===== src/tcc_pkg.sv =====
// Constants for the capture/compare timer: offsets, fields, resets.
// Assumes an 8-bit register port with a 4-bit address.
package tcc_pkg;
   // Register offsets
   localparam logic [3:0] TCC_A_CNT_HI = 4'h0;
   localparam logic [3:0] TCC_A_CNT_LO = 4'h1;
   localparam logic [3:0] TCC_A_RLD_HI = 4'h2;
   localparam logic [3:0] TCC_A_RLD_LO = 4'h3;
   localparam logic [3:0] TCC_A_CTL0 = 4'h4;
   localparam logic [3:0] TCC_A_CTL1 = 4'h5;
   localparam logic [3:0] TCC_A_CAP_HI = 4'h6;
   localparam logic [3:0] TCC_A_CAP_LO = 4'h7;
   localparam logic [3:0] TCC_A_STS = 4'h8;
   localparam logic [3:0] TCC_A_MSK = 4'h9;
   // Field positions
   localparam int TCC_B_ALT = 7;
   localparam int TCC_B_EN = 7;
   localparam int TCC_B_POL = 6;
   localparam int TCC_B_CAP = 0;
   localparam int TCC_B_RLD = 1;
   // Interrupt source select codes, timer_control_first[1:0]
   localparam logic [1:0] TCC_SEL_BOTH = 2'h0;
   localparam logic [1:0] TCC_SEL_CAP = 2'h1;
   localparam logic [1:0] TCC_SEL_RLD = 2'h2;
   // Reset values
   localparam logic [15:0] TCC_RST_CNT = 16'h0001;
   localparam logic [15:0] TCC_RST_RLD = 16'hffff;
   localparam logic [7:0] TCC_RST_CTL = 8'h00;
   localparam logic [1:0] TCC_RST_IRQ = 2'h0;
   localparam logic [6:0] TCC_RST_DIV = 7'h00;
   typedef enum logic [0:0] {
      TCC_IDLE = 1'b0,
      TCC_RUN = 1'b1
   } tcc_run_t;
endpackage


===== src/tcc_edge_sync.sv =====
// Two-flop synchroniser of the timer input with edge pulses.
// Assumes tin is asynchronous to clk.
`timescale 1ns/10ps
`default_nettype none
module tcc_edge_sync
   import tcc_pkg::*;
(
   input wire logic clk,
   input wire logic rstn,
   input wire logic tin,
   output logic rise,
   output logic fall
);
   typedef struct packed {
      logic s1;
      logic s2;
      logic s3;
   } tcc_sync_t;
   tcc_sync_t r_ff, nxt_r;

   always_comb begin
      nxt_r = r_ff;
      nxt_r.s1 = tin;
      nxt_r.s2 = r_ff.s1;
      nxt_r.s3 = r_ff.s2;
   end

   always_ff @(posedge clk or negedge rstn) begin
      if (!rstn) begin
         r_ff <= '0;
      end else begin
         r_ff <= nxt_r;
      end
   end

   // Edges seen only after the second flop
   assign rise = r_ff.s2 & ~r_ff.s3;
   assign fall = ~r_ff.s2 & r_ff.s3;
endmodule
`default_nettype wire


===== src/tcc_prescale.sv =====
// Prescaler: one-cycle tick every 2**sel clocks while run is high.
// Assumes run and sel come from logic on clk.
`timescale 1ns/10ps
`default_nettype none
module tcc_prescale
   import tcc_pkg::*;
(
   input wire logic clk,
   input wire logic rstn,
   input wire logic run,
   input wire logic [2:0] sel,
   output logic tick
);
   typedef struct packed {
      logic [6:0] div;
   } tcc_div_t;
   tcc_div_t r_ff, nxt_r;
   logic [6:0] limit;

   assign limit = 7'((8'h01 << sel) - 8'h01);
   assign tick = run && (r_ff.div == limit);

   always_comb begin
      nxt_r = r_ff;
      if (!run || tick) begin
         nxt_r.div = TCC_RST_DIV;
      end else begin
         nxt_r.div = r_ff.div + 7'h01;
      end
   end

   always_ff @(posedge clk or negedge rstn) begin
      if (!rstn) begin
         r_ff <= '{div: TCC_RST_DIV};
      end else begin
         r_ff <= nxt_r;
      end
   end
endmodule
`default_nettype wire


===== src/tcc_timer.sv =====
// 16-bit capture/compare timer with coherent count readout.
// Assumes one-cycle rd/wr strobes on clk; tin is an asynchronous pin.
`timescale 1ns/10ps
`default_nettype none
module tcc_timer
   import tcc_pkg::*;
(
   input wire logic clk,
   input wire logic rstn,
   input wire logic [3:0] addr,
   input wire logic [7:0] wdata,
   input wire logic wr,
   input wire logic rd,
   output logic [7:0] rdata,
   input wire logic tin,
   output logic tmr_out,
   output logic tmr_out_oe,
   output logic irq
);
   typedef struct packed {
      tcc_run_t run;
      logic [15:0] cnt;
      logic [15:0] start;
      logic [15:0] rld;
      logic [15:0] cap;
      logic [7:0] hold;
      logic [7:0] ctl0;
      logic [7:0] ctl1;
      logic [1:0] sts;
      logic [1:0] msk;
      logic tout;
      logic pin;
      logic [7:0] rdata;
   } tcc_state_t;

   tcc_state_t r_ff, nxt_r;
   logic rise, fall, tick, en, running, edge_sel;
   logic cap_evt, rld_evt;
   logic [1:0] set_sts;

   function automatic logic hit(input logic [3:0] a,
                                input logic [3:0] off);
      return a == off;
   endfunction

   tcc_edge_sync u_sync (
      .clk (clk),
      .rstn (rstn),
      .tin (tin),
      .rise (rise),
      .fall (fall)
   );

   assign en = r_ff.ctl1[TCC_B_EN];
   assign running = en && (r_ff.run == TCC_RUN);

   tcc_prescale u_pre (
      .clk (clk),
      .rstn (rstn),
      .run (running),
      .sel (r_ff.ctl1[2:0]),
      .tick (tick)
   );

   // Selected input edge
   assign edge_sel = r_ff.ctl1[TCC_B_POL] ? rise : fall;

   always_comb begin
      nxt_r = r_ff;
      cap_evt = 1'b0;
      rld_evt = 1'b0;
      set_sts = 2'h0;
      nxt_r.rdata = 8'h00;
      unique case (r_ff.run)
         TCC_IDLE: begin
            // First edge only starts counting
            if (en && edge_sel) begin
               nxt_r.run = TCC_RUN;
            end
         end
         TCC_RUN: begin
            if (!en) begin
               nxt_r.run = TCC_IDLE;
            end else begin
               if (edge_sel) begin
                  cap_evt = 1'b1;
                  nxt_r.cap = r_ff.cnt;
               end
               if (tick) begin
                  if (r_ff.cnt == r_ff.rld) begin
                     rld_evt = 1'b1;
                     nxt_r.cnt = r_ff.start;
                     nxt_r.tout = ~r_ff.tout;
                  end else begin
                     nxt_r.cnt = r_ff.cnt + 16'h0001;
                  end
               end
            end
         end
      endcase
      // Interrupt source gating
      if (r_ff.ctl0[1:0] != TCC_SEL_RLD) begin
         set_sts[TCC_B_CAP] = cap_evt;
      end
      if (r_ff.ctl0[1:0] != TCC_SEL_CAP) begin
         set_sts[TCC_B_RLD] = rld_evt;
      end
      // Register writes
      if (wr) begin
         if (hit(addr, TCC_A_CNT_HI)) begin
            nxt_r.cnt[15:8] = wdata;
            nxt_r.start[15:8] = wdata;
         end
         if (hit(addr, TCC_A_CNT_LO)) begin
            nxt_r.cnt[7:0] = wdata;
            nxt_r.start[7:0] = wdata;
         end
         if (hit(addr, TCC_A_RLD_HI)) begin
            nxt_r.rld[15:8] = wdata;
         end
         if (hit(addr, TCC_A_RLD_LO)) begin
            nxt_r.rld[7:0] = wdata;
         end
         if (hit(addr, TCC_A_CTL0)) begin
            nxt_r.ctl0 = wdata;
         end
         if (hit(addr, TCC_A_CTL1)) begin
            nxt_r.ctl1 = wdata;
         end
         if (hit(addr, TCC_A_MSK)) begin
            nxt_r.msk = wdata[1:0];
         end
      end
      // Sticky status, set wins over write-one clear
      if (wr && hit(addr, TCC_A_STS)) begin
         nxt_r.sts = (r_ff.sts & ~wdata[1:0]) | set_sts;
      end else begin
         nxt_r.sts = r_ff.sts | set_sts;
      end
      // Register reads, data in the next cycle
      if (rd) begin
         if (hit(addr, TCC_A_CNT_HI)) begin
            nxt_r.rdata = r_ff.cnt[15:8];
            if (en) begin
               nxt_r.hold = r_ff.cnt[7:0];
            end
         end
         if (hit(addr, TCC_A_CNT_LO)) begin
            // Held byte while enabled, live byte otherwise
            nxt_r.rdata = en ? r_ff.hold : r_ff.cnt[7:0];
         end
         if (hit(addr, TCC_A_RLD_HI)) begin
            nxt_r.rdata = r_ff.rld[15:8];
         end
         if (hit(addr, TCC_A_RLD_LO)) begin
            nxt_r.rdata = r_ff.rld[7:0];
         end
         if (hit(addr, TCC_A_CTL0)) begin
            nxt_r.rdata = r_ff.ctl0;
         end
         if (hit(addr, TCC_A_CTL1)) begin
            nxt_r.rdata = r_ff.ctl1;
         end
         if (hit(addr, TCC_A_CAP_HI)) begin
            nxt_r.rdata = r_ff.cap[15:8];
         end
         if (hit(addr, TCC_A_CAP_LO)) begin
            nxt_r.rdata = r_ff.cap[7:0];
         end
         if (hit(addr, TCC_A_STS)) begin
            nxt_r.rdata = {6'h00, r_ff.sts};
         end
         if (hit(addr, TCC_A_MSK)) begin
            nxt_r.rdata = {6'h00, r_ff.msk};
         end
      end
      // Pin driven only under the alternate function
      nxt_r.pin = r_ff.ctl0[TCC_B_ALT] & r_ff.tout;
   end

   always_ff @(posedge clk or negedge rstn) begin
      if (!rstn) begin
         r_ff <= '{run: TCC_IDLE, cnt: TCC_RST_CNT, start: TCC_RST_CNT,
                   rld: TCC_RST_RLD, cap: 16'h0000, hold: 8'h00,
                   ctl0: TCC_RST_CTL, ctl1: TCC_RST_CTL,
                   sts: TCC_RST_IRQ, msk: TCC_RST_IRQ, tout: 1'b0,
                   pin: 1'b0, rdata: 8'h00};
      end else begin
         r_ff <= nxt_r;
      end
   end

   assign rdata = r_ff.rdata;
   assign tmr_out = r_ff.pin;
   assign tmr_out_oe = r_ff.ctl0[TCC_B_ALT];
   assign irq = |(r_ff.sts & r_ff.msk);

   // Checks

   a_wait_no_count: assert property (
      @(posedge clk) disable iff (!rstn)
      (r_ff.run == TCC_IDLE && !wr) |=> $stable(r_ff.cnt))
      else $error("counter moved before first edge");

   a_first_edge_quiet: assert property (
      @(posedge clk) disable iff (!rstn)
      (r_ff.run == TCC_IDLE && en && edge_sel && !wr)
      |=> ($stable(r_ff.cap) && r_ff.sts[TCC_B_CAP] ==
           $past(r_ff.sts[TCC_B_CAP])))
      else $error("start edge treated as capture");

   a_tick_count: assert property (
      @(posedge clk) disable iff (!rstn)
      (running && tick && r_ff.cnt != r_ff.rld && !wr)
      |=> r_ff.cnt == $past(r_ff.cnt) + 16'h0001)
      else $error("counter did not advance on tick");

   a_no_tick_hold: assert property (
      @(posedge clk) disable iff (!rstn)
      (running && !tick && !wr) |=> $stable(r_ff.cnt))
      else $error("counter moved without tick");

   a_reload_start: assert property (
      @(posedge clk) disable iff (!rstn)
      (running && tick && r_ff.cnt == r_ff.rld && !wr)
      |=> (r_ff.cnt == $past(r_ff.start) && r_ff.tout != $past(r_ff.tout)))
      else $error("compare match did not reload");

   a_out_toggle: assert property (
      @(posedge clk) disable iff (!rstn)
      !rld_evt |=> $stable(r_ff.tout))
      else $error("output toggled without reload");

   a_cap_store: assert property (
      @(posedge clk) disable iff (!rstn)
      cap_evt |=> r_ff.cap == $past(r_ff.cnt))
      else $error("capture value not stored");

   a_hold_latch: assert property (
      @(posedge clk) disable iff (!rstn)
      (rd && addr == TCC_A_CNT_HI && en)
      |=> r_ff.hold == $past(r_ff.cnt[7:0]))
      else $error("low byte not held on high read");

   a_lo_read: assert property (
      @(posedge clk) disable iff (!rstn)
      (rd && addr == TCC_A_CNT_LO)
      |=> rdata == (($past(en)) ? $past(r_ff.hold) : $past(r_ff.cnt[7:0])))
      else $error("low byte read wrong source");

   a_cap_irq: assert property (
      @(posedge clk) disable iff (!rstn)
      (cap_evt && r_ff.ctl0[1:0] == TCC_SEL_BOTH && r_ff.msk[TCC_B_CAP]
       && !wr) |=> irq)
      else $error("capture did not raise interrupt");

   a_sel_cap_only: assert property (
      @(posedge clk) disable iff (!rstn)
      (rld_evt && r_ff.ctl0[1:0] == TCC_SEL_CAP && !r_ff.sts[TCC_B_RLD])
      |=> !r_ff.sts[TCC_B_RLD])
      else $error("reload flagged in capture-only mode");

   a_pin_gate: assert property (
      @(posedge clk) disable iff (!rstn)
      !r_ff.ctl0[TCC_B_ALT] |=> !tmr_out)
      else $error("pin driven without alternate function");

   a_pin_follow: assert property (
      @(posedge clk) disable iff (!rstn)
      r_ff.ctl0[TCC_B_ALT] |=> tmr_out == $past(r_ff.tout))
      else $error("pin does not follow output level");

   a_sts_set_wins: assert property (
      @(posedge clk) disable iff (!rstn)
      (set_sts != 2'h0)
      |=> ((r_ff.sts & $past(set_sts)) == $past(set_sts)))
      else $error("status event lost to clear");

   a_rld_irq: assert property (
      @(posedge clk) disable iff (!rstn)
      (rld_evt && r_ff.ctl0[1:0] == TCC_SEL_BOTH && r_ff.msk[TCC_B_RLD]
       && !wr) |=> irq)
      else $error("reload did not raise interrupt");

   a_sel_rld_only: assert property (
      @(posedge clk) disable iff (!rstn)
      (cap_evt && r_ff.ctl0[1:0] == TCC_SEL_RLD && !r_ff.sts[TCC_B_CAP])
      |=> !r_ff.sts[TCC_B_CAP])
      else $error("capture flagged in reload-only mode");

   a_edge_start: assert property (
      @(posedge clk) disable iff (!rstn)
      (r_ff.run == TCC_IDLE && en && edge_sel) |=> r_ff.run == TCC_RUN)
      else $error("selected edge did not start counting");

   a_disable_idle: assert property (
      @(posedge clk) disable iff (!rstn)
      !en |=> r_ff.run == TCC_IDLE)
      else $error("disabled timer left running");

   a_disabled_quiet: assert property (
      @(posedge clk) disable iff (!rstn)
      !en |-> (!cap_evt && !rld_evt))
      else $error("event while timer disabled");

   a_tick_spacing: assert property (
      @(posedge clk) disable iff (!rstn)
      (tick && r_ff.ctl1[2:0] != 3'h0 && !wr) |=> !tick)
      else $error("prescaler ticked twice in a row");

   a_reload_on_tick: assert property (
      @(posedge clk) disable iff (!rstn)
      rld_evt |-> (tick && r_ff.cnt == r_ff.rld))
      else $error("reload without tick and match");

   a_cap_keep: assert property (
      @(posedge clk) disable iff (!rstn)
      !cap_evt |=> $stable(r_ff.cap))
      else $error("capture register changed without capture");

   a_hi_read: assert property (
      @(posedge clk) disable iff (!rstn)
      (rd && addr == TCC_A_CNT_HI) |=> rdata == $past(r_ff.cnt[15:8]))
      else $error("high byte read wrong value");

   a_lo_live: assert property (
      @(posedge clk) disable iff (!rstn)
      (rd && addr == TCC_A_CNT_LO && !en) |=> rdata == $past(r_ff.cnt[7:0]))
      else $error("disabled low byte read not live");

   a_hold_keep: assert property (
      @(posedge clk) disable iff (!rstn)
      !(rd && en && addr == TCC_A_CNT_HI) |=> $stable(r_ff.hold))
      else $error("held low byte changed without high read");
endmodule
`default_nettype wire


===== config.mk =====
export PLATFORM = sky130hd
export DESIGN_NAME = tcc_timer
export DESIGN_NICKNAME = d
export VERILOG_FILES = /design/src/tcc_pkg.sv /design/src/tcc_edge_sync.sv /design/src/tcc_prescale.sv /design/src/tcc_timer.sv
export SDC_FILE = /design/constraint.sdc
export NUM_CORES = 1
export LEC_CHECK = 0
export BUFFER_PORTS_ARGS = -buffer_cell sky130_fd_sc_hd__buf_4
export CAP_MARGIN = 25
export CORE_MARGIN = 8
export CORE_UTILIZATION = 50
export CTS_CLUSTER_SIZE = 25
export DETAILED_ROUTE_END_ITERATION = 12
export GPL_ROUTABILITY_DRIVEN = 0
export PLACE_DENSITY = 0.76
export SLEW_MARGIN = 20
export SYNTH_ARGS = -nofsm -noshare
export SYNTH_HDL_FRONTEND = slang
export SYNTH_SLANG_ARGS = --single-unit

===== constraint.sdc =====
create_clock -name clk -period 2.25 [get_ports clk]
set_clock_uncertainty 0.15 [all_clocks]
set_input_delay 0.1125 -clock clk [delete_from_list [all_inputs] [get_ports clk]]
set_output_delay 0.1125 -clock clk [all_outputs]
set_load 0.02 [all_outputs]

==> metrics.md <==
| Metric | Value |
|---|---|
| Logic pwr share | `0.183` |
| Cell area after synthesis | `0.005928 mm2` |
| Final hold vios | `0` |
| Worst Hold Class | `in2reg` |
| First-pass GRT wire length | `about 27000 um` |
| Relative slew slack | `0.6018` |
| Cell internal pwr | `4.840 mW` |
| Pin count of the biggest net entering global routing | `44` |
| Max-cap violations | `0` |
| Antenna viol nets, final | `0` |
| Hold_sp | `addr[2]` |
| Dominant synthesized flop cell | `dfrtp_1` |
| Worst Setup Slack, final | `-0.01402 ns` |
| DRT Wirelength | `16250 um` |
| Req. time, crit path | `2.41 ns` |
| Max IR drop VDD | `0.0004811 V` |
| Total CTS buffers | `17` |
| Worst Tran Pin Value | `0.5963 ns` |
| Clock Latency Late Sink | `0.42 ns` |
| Hold EP | `rdata[7]` |
| Core area | `0.01152 mm2` |
| Initial core utilization | `0.5148` |
| Share of cells above drive strength 1 | `0.3553` |
| Seq pwr share | `0.404` |
| CP Launch Type | `flop` |
| Max Slew Vio Count | `0` |
| Drt wl/cell | `20.06 um` |
| Antenna Cells | `0` |
| Syn_area_per_cell | `10.29 um2` |
| Psw | `1.787 mW` |
| Hpwl dp | `11260 um` |
| Achievable Freq | `441.7 MHz` |
| Die Area | `0.01560 mm2` |
| FF-to-FF End | `r_ff[88]` |
| Maximum clock path buffer count | `2` |
| Mapped Nets | `595` |
| Nets | `about 670` |
| Sw frac | `0.2696` |
| Fraction of the cycle the final worst path needs | `1.006` |
| Failing checks | `negative setup slack` |
| Total GRT Usage | `0.2178` |
| Power share of the clock group | `0.413` |
| CTS tree | `yes` |
| Post-synthesis sequential area ratio | `0.4808` |
| Source of the worst register-to-register timing path | `r_ff[16]` |
| Crit Path Category | `reg2reg` |
| Remaining global-route overflow | `0` |
| Root Buffer | `clkbuf_16` |
| Die width | `124.9 um` |
| Asr flop ratio synth | `1.000` |
| #FFs+latches synth | `113` |
| # setup viols final | `2` |
| DR vias/cell | `about 6` |
| Post-Syn Instances | `576` |
| Unrepaired setup endpoints after global routing | `true` |
| Routed via count | `4804` |
| Worst R2R Setup Slack | `-0.01 ns` |
| Synth cell types | `59` |
| Setup TNS | `-0.01571 ns` |
| Pre-Repair DR Iteration Count | `6` |
| Worst hold slack | `~0.051 ns` |
| Post-layout min period | `2.264 ns` |
| Worst Path Arrival | `2.42 ns` |
| Status | `finished with violations` |
| P per Cell Area | `889.3 mW/mm2` |
| H-tree depth | `4` |
| Clk sinks | `between 100 and 150` |
| Top cells by area, synth | `dfrtp_1 (40%), mux2_2 (12%), dfstp_2 (8.0%)` |
| Clock slew at reported path FFs | `0.05 ns` |
| Synthesis Warnings | `0` |
| Vias in the first global route | `5138` |
| Cell taking the most area after synthesis | `dfrtp_1` |
| Max FO, Critical Path | `8` |
| DRT iter0 DRCs | `roughly 390` |
| Crit end category | `flop` |
| Cell Rows | `39` |
| Post-synth EDFFs | `0` |
| # fillers | `864` |
| Cell count of the worst hold path | `4` |
| IO Count | `28` |
| Pleak | `3.331 nW` |
| Cells on worst reg2reg path | `7` |
| Area share of the largest cell type after synthesis | `0.4010` |
| Area growth from synthesis to layout | `25.71%` |
| I/O Buffers | `27` |
| Antenna violations before repair | `0` |
| Die span in y | `124.9 um` |
| DRC viols | `0` |
-- registers in the layout, indices dropped and copies added, names as in the netlist --
register,cells
u_pre.r_ff,7
tmr_out_oe,1
tmr_out,1
u_sync.r_ff,1
rdata,8
en,1
u_sync.nxt_r,2
r_ff,92
-- through the flow --
step	worst slack [ns]	area [um2]	total power, mW	util	std cells
floorplan	0.03210	5928	3.354	-	576
global placement	0.03043	6524	3.738	0.5665	756
detailed placement	-0.05047	6524	3.804	0.5665	756
CTS	-0.003249	7351	6.591	0.6383	809
global route	-0.07980	7452	6.887	0.6471	810
finish	-0.01402	7452	6.627	0.6471	810
-- layout make-up --
cell class	instances	area, um2	area share
clock buffers	21	470.5	0.06313
clock inverters	11	135.1	0.01813
inverters	13	48.80	0.006548
multi-input cells	408	2934	0.3937
flip-flops and latches	113	2851	0.3826
well taps	143	178.9	0.02401
repair buffers	101	833.3	0.1118
-- power groups by stage --
| stage | Combinational [mW] | Clock [mW] | Sequential (mW) |
|---|---|---|---|
| after global placement | 1.07 | 0 | 2.67 |
| after global routing | 1.32 | 2.86 | 2.71 |
| after CTS | 1.16 | 2.76 | 2.66 |
| after floorplan | 0.736 | 0 | 2.62 |
| after detailed placement | 1.11 | 0 | 2.69 |
| final | 1.21 | 2.73 | 2.68 |
-- cell usage after synthesis (2+ instances only) --
cell type   n
clkinv_1    2
buf_4       9
o22a_1      2
nor2b_1     5
nor4_1      6
buf_2       8
a22oi_1     2
xnor2_1     3
clkbuf_1   24
nand3_1    12
ha_1        2
o21ai_0    19
mux4_2      6
nand2_1    74
or2_2       9
o21ai_1    25
nor3_1      3
xor2_1     20
nor3_2      2
nor2_1     44
a21boi_0    4
inv_1      11
mux2_2     65
a21oi_1    24
a22o_1      2
and2_1      2
nand2b_1   11
dfstp_2    18
o221ai_1    5
o22ai_1     2
a211oi_1    6
nand4_1     5
mux2i_1    15
a31oi_1    10
dfrtp_1    95
-- routing by layer --
layer | up-vias | global-route usage | part of all wire
li1 | 2186 | - | -
met1 | 2413 | 0.2701 | 0.42
met2 | 176 | 0.3478 | 0.50
met3 | 29 | 0.05993 | 0.059
met4 | 0 | 0.09742 | 0.021
met5 | - | 0 | 0
-- critical path, stage by stage, from the launching register on --
cell,delay (ns)
dfrtp_1,0.40
buf_4,0.16
a21oi_1,0.15
o2111ai_2,0.19
or4_4,0.68
buf_6,0.18
a21oi_1,0.13
o21ai_1,0.09
-- timing repair --
action                                  CTS  global route
pin swaps                                 5            14
cloned                                    0             0
endpoints found under the setup margin   13            17
setup buffers                             4             2
endpoints found under the hold margin   157             0
gates resized for setup                   6            21
hold buffers                             17             0
-- how the worst max path moves through the flow --
stage,end,startpoint,cells past startpoint
global placement,r_ff[98],u_pre.r_ff[0],7
detailed placement,r_ff[100],r_ff[60],7
finish,r_ff[88],r_ff[16],7
CTS,r_ff[86],u_pre.r_ff[0],6
floorplan,r_ff[101],r_ff[86],7
global route,r_ff[100],r_ff[63],7
-- placed cells by master (no fill, tap or decap), drive strengths merged, types with 3 or more instances in the layout --
cell type     n
o221ai        5
nor3          5
nand2b       11
nand2        74
nor4          8
clkbuf       21
nand3        12
mux2         66
mux2i        15
nand4         5
buf          84
a21boi        4
or2          10
a21oi        24
inv          11
a31oi        10
xor2         20
clkinv        8
nor2         44
o21ai        44
dfstp        18
dlygate4sd3  17
bufinv        3
dfrtp        95
xnor2         3
mux4          6
a211oi        7
nor2b         5
-- logic make-up after synthesis --
group                      count (synthesis)  share of synthesized area
xor gates and xnor gates                  23                    0.03398
and+or+nand+nor                          182                     0.1458
AOI/OAI and AO/OA                        114                     0.1195
buffers and inverters                     55                    0.04221
DFF                                      113                     0.4808
adders and majority gates                  2                   0.004221
muxes                                     87                     0.1735
Power figures use the tool's default switching activity.
